==> src/rtl/wbps_regs.svh <==
// Purpose: offsets, field positions, reset values, codes and timing counts of the
//          write buffer program sequencer
// Assumes: 40 MHz core clock, 16-bit data words, 25-bit word addresses
// Notes:   included by the package only
`ifndef WBPS_REGS_SVH
`define WBPS_REGS_SVH
// apb register offsets
`define WBPS_OFS_CTRL    8'h00
`define WBPS_OFS_STATUS  8'h04
`define WBPS_OFS_COUNT   8'h08
`define WBPS_PROT_BASE   3'h1
// control fields and reset value
`define WBPS_CTRL_CLR    0
`define WBPS_CTRL_SPACE  1
`define WBPS_CTRL_ESUSP  3
`define WBPS_CTRL_RST    4'h0
`define WBPS_PROT_RST    32'h00000000
// status word bit positions
`define WBPS_ST_READY    7
`define WBPS_ST_FAIL     4
`define WBPS_ST_ABORT    3
`define WBPS_ST_PSUSP    2
`define WBPS_ST_ESUSP    1
// address layout
`define WBPS_AW          25
`define WBPS_SECT_LSB    17
`define WBPS_LINE_LSB    8
// command sequence codes
`define WBPS_UNLK1_ADDR  12'h555
`define WBPS_UNLK1_DATA  8'hAA
`define WBPS_UNLK2_ADDR  12'h2AA
`define WBPS_UNLK2_DATA  8'h55
`define WBPS_CMD_WRBUF   16'h0025
`define WBPS_CMD_CONFIRM 16'h0029
`define WBPS_CMD_SUSPEND 16'h00B0
`define WBPS_CMD_RESUME  16'h0030
`define WBPS_CMD_CLRST   16'h0071
`define WBPS_CNT_MAX     16'h00FF
`define WBPS_ERASED      16'hFFFF
// timing: embedded program time and core rate
`define WBPS_T_PROG_US   475
`define WBPS_CLK_MHZ     40
`define WBPS_PROG_CYC    (`WBPS_T_PROG_US * `WBPS_CLK_MHZ)
`endif

==> src/rtl/wbps_pkg.sv <==
// Purpose: types shared by the sequencer
// Assumes: constants come from wbps_regs.svh
// Notes:   command writes travel as one packed struct
`include "wbps_regs.svh"
package wbps_pkg;
   // one command write from the host
   typedef struct packed {
      logic                    we;    // write strobe
      logic [`WBPS_AW-1:0]     addr;  // word address
      logic [15:0]             data;  // write data
   } wbps_cmd_t;
   // sequencer states
   typedef enum logic [3:0] {
      S_IDLE  = 4'b0000,
      S_UNLK1 = 4'b0001,
      S_UNLK2 = 4'b0010,
      S_CNT   = 4'b0011,
      S_LOAD0 = 4'b0100,
      S_LOADN = 4'b0101,
      S_CONF  = 4'b0110,
      S_BUSY  = 4'b0111,
      S_SUSP  = 4'b1000
   } wbps_state_t;
   // address space selection
   typedef enum logic [1:0] {
      SPACE_MAIN   = 2'b00,
      SPACE_SECURE = 2'b01,
      SPACE_OTH2   = 2'b10,
      SPACE_OTH3   = 2'b11
   } wbps_space_t;
endpackage : wbps_pkg

==> src/rtl/wbps_top.sv <==
// Purpose: write-to-buffer program sequencer with apb status and control
// Assumes: link clock is slow against i_mclk; array read data follows o_arr_addr
//          within the same cycle
// Notes:   command write is taken at a rising edge of the synchronised link clock
// Function
// - program only one aligned 512-byte line
// - buffer words start as all ones
// - only main array or secure region
// - word count write, same sector
// - abort on word count above 255
// - protected sector fails without programming
// - first load selects line, sector checked
// - loading writes are data, counter decrements
// - load outside line aborts, abort flag
// - confirm 0029h starts busy embedded programming
// - missing or wrong confirm aborts
// - abort sets fail and abort flags
// - success or clear command clears fail
// - program suspendable, resume returns to busy state
// - reset ends the sequence at once
// - programming only turns ones into zeros
// - busy ignores all but suspend, status
//
// Register access over APB and the register addresses were left to the implementer.
module wbps_top #(
   parameter int unsigned PROG_CYCLES = `WBPS_PROG_CYC  // embedded program length
) (
   input  wire logic                i_mclk,      // core clock
   input  wire logic                i_resetn,    // sync reset, active low
   input  wire logic                i_lk_ck,     // link clock from host
   input  wire wbps_pkg::wbps_cmd_t i_lk_cmd,    // link command write
   input  wire logic                i_psel,      // apb select
   input  wire logic                i_penable,   // apb enable
   input  wire logic                i_pwrite,    // apb direction
   input  wire logic [7:0]          i_paddr,     // apb byte address
   input  wire logic [31:0]         i_pwdata,    // apb write data
   output logic      [31:0]         o_prdata,    // apb read data
   output logic                     o_pready,    // apb ready
   output logic                     o_pslverr,   // apb error
   output logic      [7:0]          o_status,    // status word
   output logic      [`WBPS_AW-1:0] o_arr_addr,  // array word address
   output logic                     o_arr_we,    // array write strobe
   output logic      [15:0]         o_arr_wdata, // array write data
   input  wire logic [15:0]         i_arr_rdata  // array read data
);
   import wbps_pkg::*;

   // link synchroniser stages
   logic        ck_s1, ck_s2, ck_s3;      // link clock stages
   wbps_cmd_t   cmd_s1, cmd_s2;           // command stages
   // sequencer state
   wbps_state_t state, next_state;        // current and next state
   logic [7:0]  sect;                     // captured sector
   logic [16:0] line;                     // captured line
   logic [7:0]  wcnt;                     // remaining word counter
   logic [255:0] mask;                    // loaded word marks
   logic [15:0] buf_mem [256];            // write buffer words
   logic        fail, abrt;               // sticky status flags
   logic [19:0] timer;                    // program time counter
   logic [7:0]  st_idx;                   // stream word index
   logic        st_ph, st_act;            // stream phase and activity
   logic [3:0]  ctrl;                     // control register
   logic [31:0] prot [8];                 // sector protection bits
   // sequencer events
   logic        abort_ev, load_ev, preset_ev, prot_fail, start_ev, clr_cmd;

   // two-stage synchroniser plus edge stage
   always_ff @(posedge i_mclk)
   begin
      if (!i_resetn)
      begin
         ck_s1  <= 1'b0;
         ck_s2  <= 1'b0;
         ck_s3  <= 1'b0;
         cmd_s1 <= '0;
         cmd_s2 <= '0;
      end
      else
      begin
         ck_s1  <= i_lk_ck;
         ck_s2  <= ck_s1;
         ck_s3  <= ck_s2;
         cmd_s1 <= i_lk_cmd;
         cmd_s2 <= cmd_s1;
      end
   end

   // command decode
   wire         wr_ev     = ck_s2 & ~ck_s3 & cmd_s2.we;   // one write taken
   wire [7:0]   ev_sect   = cmd_s2.addr[`WBPS_AW-1:`WBPS_SECT_LSB];
   wire [16:0]  ev_line   = cmd_s2.addr[`WBPS_AW-1:`WBPS_LINE_LSB];
   wire [7:0]   ev_word   = cmd_s2.addr[`WBPS_LINE_LSB-1:0];
   wire [15:0]  ev_data   = cmd_s2.data;
   wire         is_unlk1  = (cmd_s2.addr[11:0] == `WBPS_UNLK1_ADDR)
                          & (ev_data[7:0] == `WBPS_UNLK1_DATA);
   wire         is_unlk2  = (cmd_s2.addr[11:0] == `WBPS_UNLK2_ADDR)
                          & (ev_data[7:0] == `WBPS_UNLK2_DATA);
   wire         sect_ok   = (ev_sect == sect);
   wire         line_ok   = (ev_line == line);
   wire         wc_big    = (ev_data > `WBPS_CNT_MAX);
   wire [8:0]   cnt_dec   = {1'b0, wcnt} - 9'h001;
   wire         borrow    = cnt_dec[8];
   wire [1:0]   ctrl_spc  = ctrl[`WBPS_CTRL_SPACE+1:`WBPS_CTRL_SPACE];
   wire         space_ok  = (ctrl_spc == SPACE_MAIN) | (ctrl_spc == SPACE_SECURE);
   wire         prot_hit  = prot[ev_sect[7:5]][ev_sect[4:0]];
   wire         done_ev   = (state == S_BUSY) & (timer == 20'h00000) & ~st_act;
   wire         busy      = (state == S_BUSY) | (state == S_SUSP);

   // next state and sequencer events
   always_comb
   begin
      next_state = state;
      abort_ev   = 1'b0;
      load_ev    = 1'b0;
      preset_ev  = 1'b0;
      prot_fail  = 1'b0;
      start_ev   = 1'b0;
      clr_cmd    = 1'b0;
      if (wr_ev)
      begin
         case (state)
            // standby: first unlock or clear status
            S_IDLE:
            begin
               if (is_unlk1)
                  next_state = S_UNLK1;
               else if (ev_data == `WBPS_CMD_CLRST)
                  clr_cmd = 1'b1;
            end
            S_UNLK1:
               next_state = is_unlk2 ? S_UNLK2 : S_IDLE;
            S_UNLK2:
            begin
               if (ev_data != `WBPS_CMD_WRBUF || !space_ok)
                  next_state = S_IDLE;
               else if (prot_hit)
               begin
                  prot_fail  = 1'b1;
                  next_state = S_IDLE;
               end
               else
               begin
                  preset_ev  = 1'b1;
                  next_state = S_CNT;
               end
            end
            S_CNT:
            begin
               if (!sect_ok || wc_big)
                  abort_ev = 1'b1;
               else
                  next_state = S_LOAD0;
            end
            S_LOAD0:
            begin
               if (!sect_ok)
                  abort_ev = 1'b1;
               else
               begin
                  load_ev    = 1'b1;
                  next_state = borrow ? S_CONF : S_LOADN;
               end
            end
            S_LOADN:
            begin
               if (!line_ok)
                  abort_ev = 1'b1;
               else
               begin
                  load_ev    = 1'b1;
                  next_state = borrow ? S_CONF : S_LOADN;
               end
            end
            S_CONF:
            begin
               if (sect_ok && ev_data == `WBPS_CMD_CONFIRM)
               begin
                  start_ev   = 1'b1;
                  next_state = S_BUSY;
               end
               else
                  abort_ev = 1'b1;
            end
            S_BUSY:
            begin
               if (ev_data == `WBPS_CMD_SUSPEND)
                  next_state = S_SUSP;
            end
            // suspended: wait for resume
            S_SUSP:
            begin
               if (ev_data == `WBPS_CMD_RESUME)
                  next_state = S_BUSY;
            end
            default:
               next_state = S_IDLE;
         endcase
      end
      // completion returns to standby
      if (abort_ev || done_ev)
         next_state = S_IDLE;
   end

   always_ff @(posedge i_mclk)
   begin
      if (!i_resetn)
         state <= S_IDLE;
      else
         state <= next_state;
   end

   wire apb_clr;                          // software clear from control write
   wire clr_any = clr_cmd | apb_clr;
   always_ff @(posedge i_mclk)
   begin
      if (!i_resetn)
      begin
         fail <= 1'b0;
         abrt <= 1'b0;
      end
      else
      begin
         fail <= (fail & ~clr_any & ~done_ev) | abort_ev | prot_fail;
         abrt <= (abrt & ~clr_any & ~done_ev) | abort_ev;
      end
   end

   always_ff @(posedge i_mclk)
   begin
      if (!i_resetn)
      begin
         sect <= 8'h00;
         line <= 17'h00000;
         wcnt <= 8'h00;
         mask <= '0;
      end
      else if (preset_ev)
      begin
         sect <= ev_sect;
         mask <= '0;
      end
      else if (wr_ev && state == S_CNT && !abort_ev)
         wcnt <= ev_data[7:0];
      else if (load_ev)
      begin
         wcnt           <= cnt_dec[7:0];
         mask[ev_word]  <= 1'b1;
         if (state == S_LOAD0)
            line <= ev_line;
      end
   end

   // buffer word storage
   always_ff @(posedge i_mclk)
   begin
      if (load_ev)
         buf_mem[ev_word] <= ev_data;
   end

   // unloaded words read as erased
   wire [15:0] line_word = mask[st_idx] ? buf_mem[st_idx] : `WBPS_ERASED;

   // embedded program timer and line stream
   always_ff @(posedge i_mclk)
   begin
      if (!i_resetn)
      begin
         timer       <= 20'h00000;
         st_idx      <= 8'h00;
         st_ph       <= 1'b0;
         st_act      <= 1'b0;
         o_arr_addr  <= '0;
         o_arr_we    <= 1'b0;
         o_arr_wdata <= 16'h0000;
      end
      else if (start_ev)
      begin
         timer  <= 20'(PROG_CYCLES);
         st_idx <= 8'h00;
         st_ph  <= 1'b0;
         st_act <= 1'b1;
      end
      else if (state == S_BUSY)
      begin
         if (timer != 20'h00000)
            timer <= timer - 20'h00001;
         o_arr_we <= st_act & st_ph;
         if (st_act && !st_ph)
         begin
            o_arr_addr <= {line, st_idx};
            st_ph      <= 1'b1;
         end
         else if (st_act)
         begin
            o_arr_wdata <= i_arr_rdata & line_word;
            st_ph       <= 1'b0;
            st_idx      <= st_idx + 8'h01;
            st_act      <= (st_idx != 8'hFF);
         end
      end
      else
         o_arr_we <= 1'b0;
   end

   always_ff @(posedge i_mclk)
   begin
      if (!i_resetn)
         o_status <= 8'h80;
      else
         o_status <= {~busy, 2'b00, fail, abrt, state == S_SUSP, ctrl[`WBPS_CTRL_ESUSP], 1'b0};
   end

   // apb decode
   wire       apb_setup = i_psel & ~i_penable;
   wire       apb_wr    = i_psel & i_penable & o_pready & i_pwrite;
   wire       sel_ctrl  = (i_paddr == `WBPS_OFS_CTRL);
   wire       sel_stat  = (i_paddr == `WBPS_OFS_STATUS);
   wire       sel_cnt   = (i_paddr == `WBPS_OFS_COUNT);
   wire       sel_prot  = (i_paddr[7:5] == `WBPS_PROT_BASE) & (i_paddr[1:0] == 2'b00);
   wire [2:0] prot_idx  = i_paddr[4:2];
   wire       mapped    = sel_ctrl | sel_stat | sel_cnt | sel_prot;
   wire [31:0] rd_mux   = sel_ctrl ? {28'h0000000, ctrl[3:1], 1'b0} :
                          sel_stat ? {24'h000000, o_status} :
                          sel_cnt  ? {20'h00000, state, wcnt} :
                          sel_prot ? prot[prot_idx] : 32'h00000000;
   assign apb_clr = apb_wr & sel_ctrl & i_pwdata[`WBPS_CTRL_CLR];

   // apb answer: one wait-free access phase
   always_ff @(posedge i_mclk)
   begin
      if (!i_resetn)
      begin
         o_pready  <= 1'b0;
         o_pslverr <= 1'b0;
         o_prdata  <= 32'h00000000;
      end
      else
      begin
         o_pready  <= apb_setup;
         o_pslverr <= apb_setup & ~mapped;
         if (apb_setup)
            o_prdata <= rd_mux;
      end
   end

   // control register, clear bit self-clears
   always_ff @(posedge i_mclk)
   begin
      if (!i_resetn)
         ctrl <= `WBPS_CTRL_RST;
      else if (apb_wr && sel_ctrl)
         ctrl <= {i_pwdata[3:1], 1'b0};
   end

   // protection registers, one per group of 32 sectors
   for (genvar g = 0; g < 8; g++)
   begin : g_prot
      always_ff @(posedge i_mclk)
      begin
         if (!i_resetn)
            prot[g] <= `WBPS_PROT_RST;
         else if (apb_wr && sel_prot && prot_idx == 3'(g))
            prot[g] <= i_pwdata;
      end
   end
endmodule : wbps_top

==> config.mk <==
export PLATFORM = sky130hd
export DESIGN_NAME = wbps_top
export DESIGN_NICKNAME = d
export VERILOG_FILES = /design/src/rtl/wbps_pkg.sv /design/src/rtl/wbps_top.sv
export VERILOG_INCLUDE_DIRS = /design/src /design/src/rtl
export SDC_FILE = /design/constraint.sdc
export NUM_CORES = 2
export LEC_CHECK = 0
export ABC_CLOCK_PERIOD_IN_PS = 9500
export BUFFER_PORTS_ARGS = -buffer_cell sky130_fd_sc_hd__clkbuf_2
export CORE_MARGIN = 3
export CORE_UTILIZATION = 40
export DETAILED_ROUTE_END_ITERATION = 6
export PLACE_DENSITY = 0.57
export SETUP_SLACK_MARGIN = 0.3
export SLEW_MARGIN = 20
export SYNTH_ARGS = -nofsm -noshare
export SYNTH_HDL_FRONTEND = slang
export SYNTH_MEMORY_MAX_BITS = 65536
export SYNTH_SLANG_ARGS = --single-unit
==> constraint.sdc <==
create_clock -name i_mclk -period 9.5 [get_ports i_mclk]
set_clock_uncertainty 0.15 [all_clocks]
set_input_delay 0 -clock i_mclk [delete_from_list [all_inputs] [get_ports i_mclk]]
set_output_delay 0 -clock i_mclk [all_outputs]
set_load 0.05 [all_outputs]
==> flow_summary.yaml <==
timing:
  rsz0062_at_grt: "false"
  fin_hold_ws_ns: 0.120
  worst_pin_slew_ns: 1.32
  max_freq_mhz: 162
  final.period_utilization_pct: 64.9
  hold_viol: 0
  period_needed_ns: 6.17
  relSlewSlack_pct: 11.2
  maxSlewViolCount: 0
  finalSetupTns_ns: 0
  setup_viol: 0
cells_and_area:
  fin_nets: 10700
  final_cells: 17300
  stdcell_area_mm2: 0.219
  syn_to_final_growth_pct: 15.2
  drive_gt1_share_pct: 24.4
routing:
  via_per_inst: 6.01
  ant_nets: 0
  drc: 0
  drt_wl_total_mm: 608
  routedWlPerCell_um: 35.1
  dr.first_iter.drc_count: 14800
  num_vias: 104000
  firstDrtPassIters: 6
logic_synthesis:
  syn_inst: 10000
  syn_area_per_cell_um2: 18.9
  synth_edf_count: 4352
  syn_area_mm2: 0.190
  synthMostInstantiatedCell: "edfxtp_1"
  ys_ff_latch: 4856
  synth_ff_type: "edfxtp_1"
  synth_commonest_cells: "4352 x edfxtp_1, 1091 x mux4_2, 547 x nand2_1"
  synthTopCellsByArea: "edfxtp_1 69%, mux4_2 13%, dfxtp_1 5.3%"
  ys_warn_count: 0
  async_flop_share_pct: 0
  seq_area_frac_synth_pct: 74.2
  synth.distinct_cells: 73
  yosysTopAreaCell: "edfxtp_1"
  netlist.area_leader.share_pct: 68.9
placement:
  portBuffers: 184
  gp_congestion: 0.912
  post-place-cells: 16100
  place_area_mm2: 0.199
  place_hpwl_mm: 374
worst_setup_path:
  end_kind: "flop"
  crit_fanout: 52
  crit_path_start_kind: "flop"
  arrival_ns: 6.96
  path_class: "flop to flop"
  worstPathRequired_ns: 10.29
power:
  power_density_mw_per_mm2: 200
  irDropWorstVdd_mv: 0.178
  leakagePower_nw: 76.0
  power_mw: 43.7
floorplanning:
  num_rows: 252
  core_area_mm2: 0.472
  initial_core_util_pct: 40.2
  die_w_um: 695
  ios: 188
  die_h_um: 695
  die-area_mm2: 0.483
global_routing:
  grt.total_usage_pct: 24.8
  grt_overflow: 0
  grt_pass1_vias: 103000
  grt_antenna_before_repair: 54
  grt_pass1_wl_mm: 838
  grt_max_degree: 162
clock_tree:
  cts-resized-gates: 0
  path_clk_slew_ns: 0.06
  worstSkewPairLatency_ns: 1.07
  cts_root_buf: "clkbuf_16"
  post_cts_buffers: 0
  cts.sinks: 4856
  cts_buffers: 485
  clockBufferDepth: 4
  cts_tree: "done"
  h-tree-depth: 5
status:
  run_status: "complete, no violations"
job:
  cap_violations: 0
hold_path:
  min_path_type: "primary input to flop"
-- routing by layer --
layer / global-route usage (%) / share of wire [%] / up-vias
met5: 0.490 / 0.070 / -
met4: 11.0 / 5.2 / 32
met3: 5.58 / 10 / 1159
met2: 38.9 / 46 / 5798
met1: 33.3 / 38 / 55200
li1: - / - / 41900
-- final timing paths --
path | startpoint | to | slack, ns | depth (start not counted)
max reg2reg | st_idx[1]$_SDFFE_PP0P_ | o_arr_wdata[7]$_SDFFE_PN0P_ | 3.33 | 11
min | i_paddr[1] | o_pslverr$_SDFF_PN0_ | 0.12 | 6
min reg2reg | cmd_s1[15]$_SDFF_PN0_ | ev_data[15]$_SDFF_PN0_ | 0.28 | 1
max | st_idx[1]$_SDFFE_PP0P_ | o_arr_wdata[7]$_SDFFE_PN0P_ | 3.33 | 11
-- timing repair --
action,4_1_cts,5_1_grt
setup endpoints to repair,0,0
hold buffers,252,0
endpoints found under the hold margin,718,0
-- power by group --
part	switching [mW]	internal, mW
combinational	0.527	0.196
sequential	0.0696	23.2
clock	8.34	11.4
total	8.94	34.8
-- sequential cells by signal (all words and copies together), names as in the netlist, 3 cells and up, named ones only --
name / count
buf_mem: 4096
cmd_s1: 42
cmd_s2: 26
ctrl: 3
ev_data: 16
line: 17
mask: 256
o_arr_addr: 25
o_arr_wdata: 16
o_prdata: 32
o_status: 5
prot: 256
sect: 8
st_idx: 8
state: 4
timer: 20
wcnt: 8
-- cells in the final DEF, fill, tap and decap left out, types with 34 or more instances in the layout --
master         Yosys  routed
edfxtp_1        4352    4352
mux4_2          1091    1091
nand2_1          547     535
clkbuf_16          0     491
dfxtp_1          504     475
mux2i_1          410     410
and2_1           355     353
buf_4             39     270
o21a_1           266     266
dlygate4sd3_1      0     252
nor2_1           468     243
clkbuf_2           0     181
nor2_2             0     178
a21oi_1          165     164
nand3_1          156     147
clkbuf_1         282     119
o22ai_1          113     113
o21ai_0          105      99
a22oi_1           97      97
clkinv_2           0      88
nor3_1            80      77
clkinv_1           4      75
o221ai_1          55      55
bufinv_16          0      55
nor2_4             0      47
a31oi_1           47      47
clkbuf_8           0      46
and3_1            44      44
xnor2_1           41      41
mux2_2            38      38
a211oi_1          40      38
a311oi_1          37      35
diode_2            0      34
-- cell families after synthesis --
family                   count (synthesis)  synth area share (%)
XOR/XNOR                                57                 0.263
buffers and inverters                  648                  1.61
other                                    1               0.00198
AO/OA/AOI/OAI                         1094                  4.05
multiplexers                          1539                  15.3
flip-flops                            4856                  74.2
AND/OR/NAND/NOR                       1818                  4.53
adder cells (fa/ha/maj)                  3                0.0198
-- through the flow --
| step | worst slack (ns) | util, % |
|---|---|---|
| 5_1_grt | 3.30 | 46.3 |
| 4_1_cts | 3.57 | 46.3 |
| 3_3_place_gp | 3.56 | 42.2 |
| 3_5_place_dp | 3.62 | 42.3 |
| 2_1_floorplan | 3.50 | - |
| 6_report | 3.33 | 46.3 |
-- area by class of cell --
class                   count  area (um^2)
flip-flops and latches   4856       141000
clock buffers             656        13400
multi-input cells        4514        47100
fillers                 39500       253000
clock inverters           262         3000
well taps                6223         7790
inverters                  29          130
diodes                     34         85.1
repair buffers            741         6170
-- worst max-delay path: stages, from the launching register on --
cell	delay, ns
dfxtp_4	0.84
buf_12	0.52
nor2b_1	0.46
a221oi_1	0.48
o21ai_0	0.15
a211oi_1	0.85
a311oi_1	0.22
o32ai_4	0.63
buf_6	0.29
o221ai_1	0.39
a32o_1	0.34
dlygate4sd3_1	0.55
No activity file was read; power rests on OpenSTA's default activity.
